File: src/bit_map.svh
// Purpose: Register offsets, field positions and reset values of the
//          interval timer.
// Assumes: AXI4-Lite byte addressing, one 32-bit word per register.
// Notes:   Definitions only.
`ifndef BIT_MAP_SVH
`define BIT_MAP_SVH

// ---------------------------------------------------------------------------
// Register offsets
// ---------------------------------------------------------------------------
`define BIT_CTRL_OFFSET   8'hF2
`define BIT_CTRL_INDEX    8'hF2
`define BIT_CTRL_ADDR     10'h3C8
`define BIT_COUNT_ADDR    10'h3CC

// ---------------------------------------------------------------------------
// Control register fields and reset value
// ---------------------------------------------------------------------------
`define BIT_PRESCALE_LSB  0
`define BIT_PRESCALE_MSB  2
`define BIT_CLEAR_POS     3
`define BIT_WDOG_POS      4
`define BIT_CTRL_RESET    8'h17

// ---------------------------------------------------------------------------
// Prescaler
// ---------------------------------------------------------------------------
`define BIT_PRESCALE_BASE 3
`define BIT_DIV_WIDTH     10

`endif

File: src/bit_pkg.sv
// Purpose: Types shared by the interval timer.
// Assumes: Nothing beyond the map header.
// Notes:   Constants live in bit_map.svh.
package bit_pkg;

  // AXI write response codes.
  typedef enum logic [1:0] {
    BIT_RESP_OKAY   = 2'h0,
    BIT_RESP_SLVERR = 2'h2
  } bit_resp_t;

endpackage : bit_pkg

File: src/bit_timer.sv
// Purpose: Free-running 8-bit interval timer with prescaler and an
//          AXI4-Lite register slave.
// Assumes: aclk is the oscillator clock; one machine cycle is one aclk.
// Notes:   Overflow and watchdog tick are one-cycle pulses. The control
//          register sits at word index 0xF2 (byte 0x3C8) and the read-only
//          count register at byte 0x3CC. Only the low byte lane of a write
//          reaches the control fields; a write to the count register is
//          accepted and ignored, and any other value of address bits 9:0 answers SLVERR.
//          The watchdog compare itself lives outside this block.
// How it works
// Eight-bit counter runs freely, cannot be stopped.
// Counter advances only on prescaler count pulses.
// Wrap from FF to 00 raises interrupt.
// Writing clear bit zeroes counter, counting resumes.
// Clear bit self-clears one machine cycle later.
// Watchdog select chooses watchdog or plain timer.
// Three-bit prescale selects divide 8 to 1024.
// Overflow clocks the watchdog counter.
// Software reads the current count value.
// Watchdog select reads one after reset.
// Interrupt and tick are single-cycle pulses.
`timescale 1ns/1ps
`include "bit_map.svh"

module bit_timer #(
  parameter int CNT_W = 8
) (
  input  wire logic             aclk,
  input  wire logic             aresetn,
  input  wire logic [31:0]      s_axi_awaddr,
  input  wire logic             s_axi_awvalid,
  output logic                  s_axi_awready,
  input  wire logic [31:0]      s_axi_wdata,
  input  wire logic [3:0]       s_axi_wstrb,
  input  wire logic             s_axi_wvalid,
  output logic                  s_axi_wready,
  output logic [1:0]            s_axi_bresp,
  output logic                  s_axi_bvalid,
  input  wire logic             s_axi_bready,
  input  wire logic [31:0]      s_axi_araddr,
  input  wire logic             s_axi_arvalid,
  output logic                  s_axi_arready,
  output logic [31:0]           s_axi_rdata,
  output logic [1:0]            s_axi_rresp,
  output logic                  s_axi_rvalid,
  input  wire logic             s_axi_rready,
  output logic                  interval_irq,
  output logic                  watchdog_tick,
  output logic                  watchdog_select_bit
);
  import bit_pkg::*;

  // ---------------------------------------------------------------------------
  // State
  // ---------------------------------------------------------------------------
  typedef struct packed {
    logic [`BIT_DIV_WIDTH-1:0] div;
    logic [CNT_W-1:0]          count;
    logic [2:0]                prescale_select;
    logic                      count_clear_bit;
    logic                      watchdog_select_bit;
    logic                      irq;
    logic                      tick;
    logic                      awready;
    logic                      wready;
    logic                      aw_held;
    logic [31:0]               aw_addr;
    logic                      w_held;
    logic [31:0]               w_data;
    logic                      w_strb0;
    logic                      bvalid;
    logic [1:0]                bresp;
    logic                      arready;
    logic                      rvalid;
    logic [31:0]               rdata;
    logic [1:0]                rresp;
  } bit_state_t;

  bit_state_t state_reg;
  bit_state_t state_next;

  logic [`BIT_DIV_WIDTH-1:0] div_mask;
  logic                      count_pulse;
  logic [9:0]                wr_word;
  logic [9:0]                rd_word;
  logic                      wr_go;

  // Divider tap: the mask covers 2^(code+3) cycles so each step doubles.
  // Tapping one free-running divider, instead of a reload counter per
  // code, costs nothing extra but means a code change mid-period can
  // shorten or stretch that one period; only a clear restarts it cleanly.
  always_comb begin
    div_mask = `BIT_DIV_WIDTH'((11'h008 << state_reg.prescale_select) - 11'h001);
  end

  // One count pulse when all masked divider bits are ones.
  // The pulse lasts one cycle because the divider moves on every edge.
  assign count_pulse = ((state_reg.div & div_mask) == div_mask);
  assign wr_word     = state_reg.aw_addr[9:0];
  assign rd_word     = s_axi_araddr[9:0];
  assign wr_go       = state_reg.aw_held && state_reg.w_held && !state_reg.bvalid;

  // ---------------------------------------------------------------------------
  // Next state
  // ---------------------------------------------------------------------------
  // Timer and bus slave share one process so the clear write and the count
  // update cannot disagree about which wins.
  always_comb begin
    state_next      = state_reg;
    state_next.irq  = 1'b0;
    state_next.tick = 1'b0;

    // The divider never stops; software has no enable for it.
    state_next.div = state_reg.div + `BIT_DIV_WIDTH'(1);

    // Counter: clear has priority, then count pulses. The clear also
    // zeroes the divider so the first period after a clear is a full one;
    // a wrap that coincides with a clear is dropped, not reported.
    state_next.count_clear_bit = 1'b0;
    if (state_reg.count_clear_bit) begin
      state_next.count = '0;
      state_next.div   = '0;
    end else if (count_pulse) begin
      state_next.count = state_reg.count + CNT_W'(1);
      if (&state_reg.count) begin
        state_next.irq  = 1'b1;
        state_next.tick = 1'b1;
      end
    end

    // Write address and data are taken independently, in either order.
    // Each half parks in its own holding slot, so a master that offers
    // data before the address is served just as well as the reverse.
    if (s_axi_awvalid && !state_reg.aw_held) begin
      state_next.aw_held = 1'b1;
      state_next.aw_addr = s_axi_awaddr;
    end
    if (s_axi_wvalid && !state_reg.w_held) begin
      state_next.w_held  = 1'b1;
      state_next.w_data  = s_axi_wdata;
      state_next.w_strb0 = s_axi_wstrb[0];
    end

    // Commit a write once both halves are here. Only byte lane 0 carries
    // the control fields, so a write with that strobe low changes nothing
    // but still gets an OKAY answer.
    if (wr_go) begin
      state_next.aw_held = 1'b0;
      state_next.w_held  = 1'b0;
      state_next.bvalid  = 1'b1;
      state_next.bresp   = BIT_RESP_OKAY;
      if (wr_word == `BIT_CTRL_ADDR) begin
        if (state_reg.w_strb0) begin
          state_next.prescale_select =
            state_reg.w_data[`BIT_PRESCALE_MSB:`BIT_PRESCALE_LSB];
          state_next.count_clear_bit =
            state_reg.w_data[`BIT_CLEAR_POS];
          state_next.watchdog_select_bit =
            state_reg.w_data[`BIT_WDOG_POS];
        end
      end else if (wr_word != `BIT_COUNT_ADDR) begin
        state_next.bresp = BIT_RESP_SLVERR;
      end
    end
    if (state_reg.bvalid && s_axi_bready) begin
      state_next.bvalid = 1'b0;
    end

    // Read: one cycle accept, data in the same cycle. The count is sampled at
    // the accept edge, so a read racing a count pulse shows the old value.
    state_next.arready = 1'b0;
    if (s_axi_arvalid && !state_reg.arready && !state_reg.rvalid) begin
      state_next.arready = 1'b1;
      state_next.rvalid  = 1'b1;
      state_next.rresp   = BIT_RESP_OKAY;
      state_next.rdata   = '0;
      if (rd_word == `BIT_CTRL_ADDR) begin
        state_next.rdata[`BIT_WDOG_POS]  = state_reg.watchdog_select_bit;
        state_next.rdata[`BIT_CLEAR_POS] = state_reg.count_clear_bit;
        state_next.rdata[`BIT_PRESCALE_MSB:`BIT_PRESCALE_LSB] =
          state_reg.prescale_select;
      end else if (rd_word == `BIT_COUNT_ADDR) begin
        state_next.rdata[CNT_W-1:0] = state_reg.count;
      end else begin
        state_next.rresp = BIT_RESP_SLVERR;
      end
    end
    if (state_reg.rvalid && s_axi_rready) begin
      state_next.rvalid = 1'b0;
    end

    // Ready flags are registered copies of the free half slots, so the
    // ports come straight from flip-flops with no gate in front.
    state_next.awready = !state_next.aw_held;
    state_next.wready  = !state_next.w_held;
  end

  // ---------------------------------------------------------------------------
  // Registers
  // ---------------------------------------------------------------------------
  // Reset value of the control register puts the watchdog in charge.
  always_ff @(posedge aclk) begin
    if (!aresetn) begin
      state_reg                     <= '0;
      state_reg.awready             <= 1'b1;
      state_reg.wready              <= 1'b1;
      state_reg.prescale_select     <= 3'(`BIT_CTRL_RESET);
      state_reg.watchdog_select_bit <=
        1'(`BIT_CTRL_RESET >> `BIT_WDOG_POS);
    end else begin
      state_reg <= state_next;
    end
  end

  // Outputs all come straight from flip-flops.
  assign s_axi_awready       = state_reg.awready;
  assign s_axi_wready        = state_reg.wready;
  assign s_axi_bvalid        = state_reg.bvalid;
  assign s_axi_bresp         = state_reg.bresp;
  assign s_axi_arready       = state_reg.arready;
  assign s_axi_rvalid        = state_reg.rvalid;
  assign s_axi_rdata         = state_reg.rdata;
  assign s_axi_rresp         = state_reg.rresp;
  assign interval_irq        = state_reg.irq;
  assign watchdog_tick       = state_reg.tick;
  assign watchdog_select_bit = state_reg.watchdog_select_bit;
endmodule : bit_timer

File: config.mk
export PLATFORM = sky130hd
export DESIGN_NAME = bit_timer
export DESIGN_NICKNAME = d
export VERILOG_FILES = /design/src/bit_pkg.sv /design/src/bit_timer.sv
export VERILOG_INCLUDE_DIRS = /design/src
export SDC_FILE = /design/constraint.sdc
export NUM_CORES = 1
export LEC_CHECK = 0
export ABC_AREA = 1
export BUFFER_PORTS_ARGS = -buffer_cell sky130_fd_sc_hd__clkbuf_2
export CORE_MARGIN = 2
export CORE_UTILIZATION = 40
export DETAILED_ROUTE_END_ITERATION = 16
export PLACE_DENSITY = 0.76
export SLEW_MARGIN = 20
export SYNTH_ARGS = -nofsm -noshare
export SYNTH_HDL_FRONTEND = slang
export SYNTH_SLANG_ARGS = --single-unit
File: constraint.sdc
create_clock -name aclk -period 1.4 [get_ports aclk]
set_clock_uncertainty 0.2 [all_clocks]
set_input_delay 0.14 -clock aclk [delete_from_list [all_inputs] [get_ports aclk]]
set_output_delay 0.14 -clock aclk [all_outputs]
set_load 0.01 [all_outputs]
After elaboration in Yosys (flattened, before gate mapping)
Index checks and enable logic that the tools add are counted.

storage, ports and cells
  register bits after elaboration = 109
  output and inout bits = 44
  input bits = 107
  logic and storage cells = 67

cells by class
  eq/ne operators = 5
  bitwise gates (word level) = 3
  reductions and logical operators = 22
  multiplexer cells = 13
  shifts and indexed selects = 1
  add/subtract/negate cells = 3

operators by type and width
  cell                                                                  number
  36-bit 2-to-1 mux                                                     1
  34-bit 2-to-1 mux                                                     1
  33-bit 2-to-1 mux                                                     1
  10-bit == test, second input constant                                 3
  10-bit by 1-bit adder with 10-bit output, second input constant       1
  10-bit AND                                                            1
  10-bit == test                                                        1
  2-bit 2-to-1 mux                                                      5
  10-bit != test, second input constant                                 1
  4-bit by 3-bit << shifter with 10-bit output, first input constant    1
  10-bit by 1-bit subtractor with 10-bit output, second input constant  1
  8-bit by 1-bit adder with 8-bit output, second input constant         1
  1-bit logical AND                                                     8
  8-bit 2-to-1 mux                                                      1
  8-bit AND reduction                                                   1
  1-bit logical NOT                                                     7
  2-bit OR reduction                                                    3
  5-bit 2-to-1 mux                                                      1
  4-bit AND reduction                                                   1
  3-bit 2-to-1 mux                                                      1
  3-bit AND reduction                                                   1
  3-bit OR reduction                                                    1
  1-bit 2-to-1 mux                                                      2
  1-bit NOT                                                             2

Longest topological paths before layout
Gate-level depths: netlist of run 1.

  word-level depth = 6
  gate-level depth with buffers = 9
  mapped depth without buffers = 9

Worst setup path after synthesis of run 1
OpenSTA, ideal clock, no wires.

  path type = reg-to-reg
  start = register state_reg[123] in the netlist's numbering
  end = register state_reg[122] in the netlist's numbering
  stages on the path, launching flop included = 9
  data required time = 1.083 ns
  period minus slack after synthesis = 1.406 ns
  buffers on the path = 0
  setup time = 0.117 ns
  setup slack = -0.006 ns
  arrival = 1.089 ns
  path through = dfxtp_1 > ha_1 > nand2_1 > inv_1 > nand2_2 > nor2_8 > nand2_4 > nand2_1 > a21oi_2

on the way
  word-level cells in the longest chain between the ends = 2

ends and longest elaborated chain
  what                    line              RTL
  from (decl)             bit_timer.sv:79   bit_state_t state_reg;
  from (signal assigned)  bit_timer.sv:211  state_reg <= state_next;
  10-bit AND              bit_timer.sv:98   assign count_pulse = ((state_reg.div & div_mask) == div_mask);
  10-bit == test          bit_timer.sv:98

Every way passes these cells.
A chain may end at the register's enable or synchronous reset.

Worst setup path after layout of run 1
  start = register state_reg[128] in the netlist's numbering
  end = register state_reg[132] in the netlist's numbering

on the way
  word-level cells in the longest chain between the ends = 1

ends and longest elaborated chain
  what                                      line              RTL
  10-bit by 1-bit adder with 10-bit output  bit_timer.sv:114  state_next.div = state_reg.div + `BIT_DIV_WIDTH'(1);

Every way passes these cells.

==> impl_metrics.csv, run 1 <==
group,metric,value,unit
sta,hold_viol,0,
power_and_ir_drop,clockPowerShare,45.3,%
clock_network,clock_latency,340,ps
status,violations,"negative setup slack",
sta,slew_violations,0,
synth,post_synth.cell_area_avg,7.60,sq um
setup_path,crit_path_end_kind,"flop",
clock_network,clk_path_buf_depth,2,
layout,stdcell_count,538,
synth,synth_ff_type,"dfxtp_1",
place,gp_congestion,0.875,
layout,final_util,55.8,%
floorplanning,io_pins,151,
place,placed_cell_area,3080,sq um
global_route,grt_max_degree,30,
synth,synth.distinct_cells,32,
sta,setup-violations-final,9,
synth,ys_ff_latch,57,
floorplanning,coreArea,6680,sq um
layout,layout_commonest_cell,"clkbuf_2",
clock_network,cts-root-buf,"clkbuf_8",
global_route,grt_use_total,17.0,%
power_and_ir_drop,switching_share,23.2,%
power_and_ir_drop,power.net_switching,0.918,mW
layout,design_area,3730,sq um
global_route,grt_remaining_overflow,0,
floorplanning,rows,30,
setup_path,crit_required,1470,ps
routing,routed-via-count,2526,
synth,yosysWarnings,0,
run,drv_cap,0,
place,dp_cells,496,
layout,area_growth,37.1,%
sta,min_period,1440,ps
synth,synth_top_area_share,41.9,%
routing,dr.pass1.iters,4,
floorplanning,die_w,86.5,um
sta,fin_crit_sh,103,%
clock_network,cts_made_buffers,9,
floorplanning,die_y,86.5,um
global_route,grt_pass1_vias,2356,
global_route,grt_pass1_wl,9.96,mm
setup_path,cp_max_fo,4,
routing,postRouteAntennaNets,0,
sta,fmaxAchievable,0.694,GHz
power_and_ir_drop,p_per_area,1060,nW/um^2
layout,largest_register_ffs,40,
power_and_ir_drop,peakVddDrop,0.000754,V
sta,timing.final.ws_setup,-41.6,ps
routing,vias_per_cell,4.70,
sta,rsz0062_at_grt,"true",
routing,routed_wirelength,6.30,mm
status,status,"complete, but fails checks",
setup_path,crit_type,"reg -> reg",
power_and_ir_drop,p_int,3.04,mW
routing,remaining_drc_errors,0,
place,dp_hpwl,4.19,mm
routing,post_drt_wl_per_cell,11.7,um
synth,syn-instance-count,358,
layout,layout-drive-gt1-share,34.3,%
clock_network,cts.sinks,57,
synth,yosysTopAreaCell,"dfxtp_1",
hold_path,hold_class,"in -> reg",
global_route,antenna_found_initial,0,
clock_network,cts_tree,"yes",
synth,async_flop_share,0,%
layout,diodes,0,
layout,final_cell_mix,"clkbuf_2 (50), dfxtp_1 (48), nor2_1 (39), nand2_1 (38), nand3_1 (31)",
sta,whs,42.1,ps
clock_network,clkSlewWorstSetupHoldPaths,60,ps
power_and_ir_drop,power_frac_seq,44.1,%
synth,yosys-top-cells-area,"dfxtp_1 (42%), buf_4 (10%), nand2_1 (6.9%)",
synth,ys_seq_area_share,41.9,%
setup_path,arrival,1510,ps
synth,netlist_area,2720,sq um
floorplanning,start_util,40.7,%
place,port_buffers,50,
floorplanning,dieArea,7480,sq um
setup_path,cp-start-kind,"flop",
synth,synth_edf_count,0,
routing,first_iter_violations,117,
clock_network,cts_max_level,3,
power_and_ir_drop,power.leakage,1.76,nW
power_and_ir_drop,comb_power_share,10.5,%
sta,fin_tns_setup,-178,ps
layout,nNetsFinal,562,
worst max-delay path: stages (launching register included):
cell     delay (ps)
dfxtp_1         400
inv_1            90
nor3_1          240
nand2_2         130
o21ai_0         160
nor3b_2         160
power by group through the flow:
stage	combinational (mW)	sequential, mW	clock [mW]
2_1_floorplan	0.284	1.77	0
4_1_cts	0.410	1.75	1.82
5_1_grt	0.473	1.76	1.91
3_5_place_dp	0.359	1.78	0
3_3_place_gp	0.351	1.78	0
6_report	0.417	1.75	1.79
cell usage after synthesis, types with 2 or more instances:
library cell / number
nand3_1: 33
a21oi_1: 20
nor2_1: 45
buf_2: 5
ha_1: 2
inv_1: 32
nor3_1: 3
nand4_1: 9
nand2_2: 2
a21oi_2: 2
o21ai_0: 27
nor2_2: 3
nand2_1: 50
nor3_2: 3
buf_4: 38
xor2_1: 4
o21a_1: 7
nand3b_1: 2
dfxtp_1: 57
clkbuf_1: 2
cell families (layout without fill, tap and decap cells):
logic type,Yosys count,count (layout),synth area share (%)
flip-flops,57,57,41.9
AO/OA/AOI/OAI,59,60,12.0
buffers and inverters,78,151,16.2
XOR/XNOR,4,4,1.29
AND/OR/NAND/NOR,157,158,27.5
adder cells (fa/ha/maj),2,2,0.919
other,1,26,0.138
metrics by stage:
stage / total power, mW / worst slack, ps
floorplan: 2.06 / 20.3
global placement: 2.13 / -63.3
detailed placement: 2.14 / -89.6
CTS: 3.97 / -18.2
global route: 4.14 / -152
finish: 3.96 / -41.6
worst paths after layout:
path / start / to / slack, ps / cells after the start
max: state_reg[128] / state_reg[132] / -40 / 5
min: s_axi_araddr[1] / s_axi_rresp[1] / 40 / 4
max reg2reg: state_reg[128] / state_reg[132] / -40 / 5
min reg2reg: state_reg[78] / state_reg[78] / 260 / 2
repair_timing:
action,CTS,global route
pin swaps,12,10
endpoints found under the setup margin,10,17
gates cloned,1,1
hold endpoints to repair,25,0
setup buffers,2,1
hold buffers,21,0
gates resized for setup,24,32
cell type report:
cell class / count / area [sq um]
fill: 600 / 2950
timing repair buffer: 102 / 718
tap: 80 / 100
inverter: 33 / 126
sequential: 57 / 1150
multi-input combinational: 250 / 1390
clock inverter: 4 / 73.8
clock buffer: 12 / 165
per-layer routing:
metal / part of all wire, % / wire length (um) / global-route usage (%) / vias to the layer above
met5: 0 / 0 / 0 / -
met3: 5.1 / 319 / 7.05 / 8
li1: - / - / - / 1304
met1: 41 / 2580 / 18.1 / 1137
met2: 53 / 3310 / 30.6 / 77
met4: 1.4 / 86 / 4.83 / 0
No activity file was read; power rests on OpenSTA's default activity.
==> run 2, diff against run 1 <==
CELL_PAD_IN_SITES_DETAIL_PLACEMENT = 2   (was default)
CELL_PAD_IN_SITES_GLOBAL_PLACEMENT = 2   (was default)
CORE_UTILIZATION = 20   (was 40)
PLACE_DENSITY = default   (was 0.76)
PLACE_DENSITY_LB_ADDON = 0.1   (was default)
==> impl_metrics.csv, run 2 (synthesis results as in run 1) <==
group,metric,value,unit
status,status,"complete, but fails checks",
status,violations,"negative setup slack",
sta,slew_violations,0,
place,dp_slack,-200,ps
layout,n_fill_cell,1527,
layout,largest_register_ffs,40,
setup_path,reg2reg_from,"state_reg[113]",
power_and_ir_drop,fin_total_pwr,4.55,mW
floorplanning,rows,42,
global_route,antenna_found_initial,0,
power_and_ir_drop,p_per_area,1130,nW/um^2
clock_network,clock_latency,330,ps
setup_path,crit_path_end_kind,"flop",
sta,fin_crit_sh,103,%
layout,layout_commonest_cell,"clkbuf_2",
layout,layout-drive-gt1-share,34.9,%
sta,min_period,1440,ps
place,gp_congestion,0.712,
setup_path,r2r_slack,-40,ps
floorplanning,die_y,121,um
run,drv_cap,0,
floorplanning,start_util,20.5,%
layout,layout.area.seq,1160,sq um
clock_network,cts_made_buffers,9,
hold_path,timing.hold.worst_endpoint,"s_axi_rdata[7]",
global_route,grt_pass1_wl,13.5,mm
routing,remaining_drc_errors,0,
routing,vias_per_cell,4.07,
setup_path,worst-r2r-cell-count,5,
layout,stdcell_count,640,
clock_network,cts-root-buf,"clkbuf_16",
place,dp_hpwl,6.09,mm
setup_path,arrival,1510,ps
sta,hold_viol,0,
clock_network,clkSlewWorstSetupHoldPaths,50,ps
layout,multi_input_area,1420,sq um
global_route,grt_remaining_overflow,0,
layout,area_growth,48.0,%
sta,rsz0062_at_grt,"true",
clock_network,clk_path_buf_depth,2,
routing,routed_wirelength,8.23,mm
global_route,grt_use_total,12.1,%
sta,fmaxAchievable,0.693,GHz
global_route,grt_pass1_vias,2793,
setup_path,reg2reg_to,"state_reg[116]",
floorplanning,dieArea,14600,sq um
layout,diodes,0,
routing,post_drt_wl_per_cell,12.9,um
sta,setup-violations-final,13,
routing,postRouteAntennaNets,0,
place,dp_cells,600,
layout,nNetsFinal,569,
sta,timing.final.ws_setup,-43.7,ps
power_and_ir_drop,power.leakage,1.85,nW
hold_path,whs_path_depth,4,
sta,whs,12.8,ps
setup_path,cp-start-kind,"flop",
global_route,grt_max_degree,30,
clock_network,cts.sinks,57,
clock_network,cts_max_level,3,
layout,final_cell_mix,"clkbuf_2 (50), dfxtp_1 (46), nor2_1 (40), nand2_1 (37), buf_4 (34)",
floorplanning,io_pins,151,
routing,first_iter_violations,58,
clock_network,cts_tree,"yes",
routing,routed-via-count,2602,
setup_path,cp_max_fo,5,
power_and_ir_drop,peakVddDrop,0.000524,V
setup_path,crit_required,1470,ps
hold_path,hp-start,"aresetn",
hold_path,hold_class,"in -> reg",
place,port_buffers,50,
setup_path,crit_type,"reg -> reg",
floorplanning,die_w,121,um
routing,dr.pass1.iters,4,
floorplanning,coreArea,13200,sq um
## run 2: cell types whose count changed in the layout (fill, tap and decap cells not counted), moves of 3 or more
cell	delta
clkbuf_8	-11
clkbuf_16	+9
buf_4	+5
buf_6	+4
a21oi_1	+3
a21oi_2	-3
nor3_2	-3
nor3_4	+3
o21ai_1	+3
## run 2: area by class of cell
cell class	instances	area share (%)
inverter	33	3.14
sequential	57	28.8
timing repair buffer	110	19.6
clock inverter	3	1.62
tap	176	5.47
clock buffer	12	6.12
multi-input combinational	249	35.2
## run 2: power breakdown
| group | switching [mW] | total [mW] | internal (mW) | leakage [nW] |
|---|---|---|---|---|
| Combinational | 0.241 | 0.440 | 0.198 | 1.22 |
| Clock | 0.767 | 2.36 | 1.59 | 0.153 |
| Sequential | 0.0498 | 1.75 | 1.70 | 0.469 |
| Total | 1.06 | 4.55 | 3.49 | 1.85 |
## run 2: metal layers
| metal | vias to the layer above | wire length (um) | track usage, % |
|---|---|---|---|
| met5 | - | 0 | 0 |
| met4 | 0 | 113 | 3.92 |
| met3 | 9 | 294 | 4.39 |
| met2 | 38 | 4490 | 22.0 |
| met1 | 1242 | 3330 | 12.8 |
| li1 | 1313 | - | - |
## run 2: worst max-delay path by stage
stage / startpoint / slack (ps) / to / depth (start not counted)
6_report: state_reg[113] / -40 / state_reg[116] / 5
5_1_grt: state_reg[113] / -130 / state_reg[117] / 8
4_1_cts: state_reg[124] / -80 / state_reg[116] / 8
3_5_place_dp: state_reg[123] / -200 / state_reg[117] / 8
3_3_place_gp: state_reg[123] / -130 / state_reg[122] / 8
2_1_floorplan: state_reg[123] / 20 / state_reg[122] / 8
## run 2: through the flow
stage / util (%) / TNS (ps) / instance area, sq um
6_report: 30.4 / -268 / 4030
5_1_grt: 30.4 / -1640 / 4030
4_1_cts: 29.0 / -744 / 3850
3_5_place_dp: 24.6 / -1900 / 3260
3_3_place_gp: 24.6 / -1180 / 3260
2_1_floorplan: - / 0 / 2820
## run 2: critical path, stage by stage (launching register included)
cell	delay, ps
dfxtp_4	360
o21ai_0	160
o21a_2	240
buf_4	170
nand3_1	100
a21oi_2	140
## run 2: timing repair
| item | in CTS | in global routing |
|---|---|---|
| hold buffers | 20 | 0 |
| endpoints found under the hold margin | 22 | 0 |
| buffers inserted | 0 | 4 |
| resized for setup | 19 | 50 |
| setup endpoints to repair | 17 | 26 |
| gates cloned | 1 | 0 |
| pin swaps | 7 | 18 |
==> run 3, diff against run 2 <==
CORE_UTILIZATION = 23   (was 20)
clock period = 1.6 ns   (was 1.4 ns; I/O delays follow)
==> impl_metrics.csv, run 3 (synthesis results as in run 1) <==
group,metric,value,unit
status,status,"finished, final reports clean",
setup_path,arrival,1570,ps
routing,remaining_drc_errors,0,
hold_path,timing.hold.worst_endpoint,"s_axi_rdata[7]",
layout,layout-drive-gt1-share,27.4,%
layout,area_growth,35.8,%
sta,timing.final.ws_setup,88.8,ps
hold_path,hold_class,"in -> reg",
floorplanning,rows,39,
layout,final_cell_mix,"dfxtp_1 (51), nand2_1 (50), clkbuf_2 (50), nor2_1 (42), nand3_1 (32)",
clock_network,cts_max_level,3,
global_route,grt_pass1_vias,2806,
power_and_ir_drop,p_per_area,1030,nW/um^2
sta,rsz0062_at_grt,"true",
setup_path,reg2reg_to,"state_reg[117]",
routing,dr.pass1.iters,4,
routing,routed-via-count,2570,
place,gp_congestion,0.690,
floorplanning,die_w,113,um
place,dp_slack,-52.6,ps
layout,layout_commonest_cell,"dfxtp_1",
clock_network,clkSlewWorstSetupHoldPaths,50,ps
setup_path,crit_type,"reg -> reg",
global_route,grt_remaining_overflow,0,
routing,vias_per_cell,4.31,
global_route,grt_pass1_wl,13.2,mm
power_and_ir_drop,peakVddDrop,0.000494,V
global_route,grt_use_total,13.3,%
floorplanning,io_pins,151,
clock_network,clk_path_buf_depth,2,
sta,tightest_slew,594,ps
layout,nNetsFinal,557,
setup_path,worst-r2r-cell-count,8,
place,dp_hpwl,5.73,mm
clock_network,cts_tree,"yes",
clock_network,cts.sinks,57,
layout,largest_register_ffs,40,
sta,min_period,1510,ps
setup_path,r2r_slack,90,ps
layout,multi_input_area,1270,sq um
power_and_ir_drop,power.leakage,1.71,nW
routing,first_iter_violations,52,
power_and_ir_drop,fin_total_pwr,3.82,mW
global_route,antenna_found_initial,0,
clock_network,cts_made_buffers,9,
clock_network,clock_latency,330,ps
floorplanning,start_util,23.7,%
setup_path,crit_required,1660,ps
setup_path,cp-start-kind,"flop",
sta,fmaxAchievable,0.662,GHz
layout,diodes,0,
sta,slew_violations,0,
routing,post_drt_wl_per_cell,13.1,um
setup_path,crit_path_end_kind,"flop",
clock_network,cts-root-buf,"clkbuf_16",
global_route,grt_max_degree,30,
sta,fin_crit_sh,94.5,%
routing,postRouteAntennaNets,0,
hold_path,hp-start,"aresetn",
sta,hold_viol,0,
place,port_buffers,50,
floorplanning,dieArea,12700,sq um
layout,n_fill_cell,1343,
sta,setup-violations-final,0,
sta,max_slew_margin,60.3,%
floorplanning,die_y,113,um
floorplanning,coreArea,11500,sq um
layout,layout.area.seq,1150,sq um
setup_path,cp_max_fo,6,
routing,routed_wirelength,7.79,mm
setup_path,reg2reg_from,"state_reg[124]",
run,drv_cap,0,
hold_path,whs_path_depth,4,
-- run 3: worst max-delay path, cell delays in order, from the launching register on --
cell and delay, ps:
dfxtp_2 350, ha_4 140, nand2_1 60, inv_2 80
nand2_2 100, nor2_8 170, buf_12 130, nand3_1 70
a21oi_2 150
-- run 3: repair_timing --
item | CTS | global route
hold buffers | 20 | 0
gates resized for setup | 3 | 15
endpoints found under the hold margin | 22 | 0
cloned | 0 | 0
pin swaps | 2 | 8
buffers inserted | 4 | 1
setup endpoints to repair | 9 | 14
-- run 3: cell type report --
cell class,instances,share of cell area (%)
multi-input cells,248,34.3
flip-flops and latches,57,31.1
repair buffers,99,18.4
inverters,33,3.35
clock inverters,5,1.49
clock buffers,11,6.57
well taps,143,4.84
-- run 3: how the worst max path moves through the flow --
stage	startpoint	to	slack, ps	depth (start not counted)
6_report	state_reg[124]	state_reg[117]	90	8
5_1_grt	state_reg[124]	state_reg[131]	-30	8
4_1_cts	state_reg[124]	state_reg[131]	9	8
3_5_place_dp	state_reg[123]	state_reg[117]	-50	8
3_3_place_gp	state_reg[123]	state_reg[117]	20	8
2_1_floorplan	state_reg[123]	state_reg[122]	190	8
-- run 3: through the flow --
| stage | hold slack [ps] | area (sq um) | std cells | TNS (ps) | util (%) |
|---|---|---|---|---|---|
| 6_report | 34.4 | 3700 | 596 | 0 | 32.2 |
| 5_1_grt | 71.9 | 3700 | 596 | -51.3 | 32.2 |
| 4_1_cts | 32.3 | 3650 | 595 | 0 | 31.8 |
| 3_5_place_dp | 157 | 3110 | 555 | -339 | 27.1 |
| 3_3_place_gp | 151 | 3110 | 555 | 0 | 27.1 |
| 2_1_floorplan | 59.0 | 2820 | 383 | 0 | - |
-- run 3: report_power, final --
part	switching (mW)	internal (mW)	total [mW]
clock	0.689	1.24	1.93
sequential	0.0393	1.49	1.53
combinational	0.200	0.155	0.355
-- run 3: metal layers --
layer  vias up  wire length [um]  track usage [%]
li1       1289                 -                -
met1      1224              3350             14.7
met2        46              4020             24.1
met3        11               265             2.62
met4         0               156             6.83
met5         -                 0                0
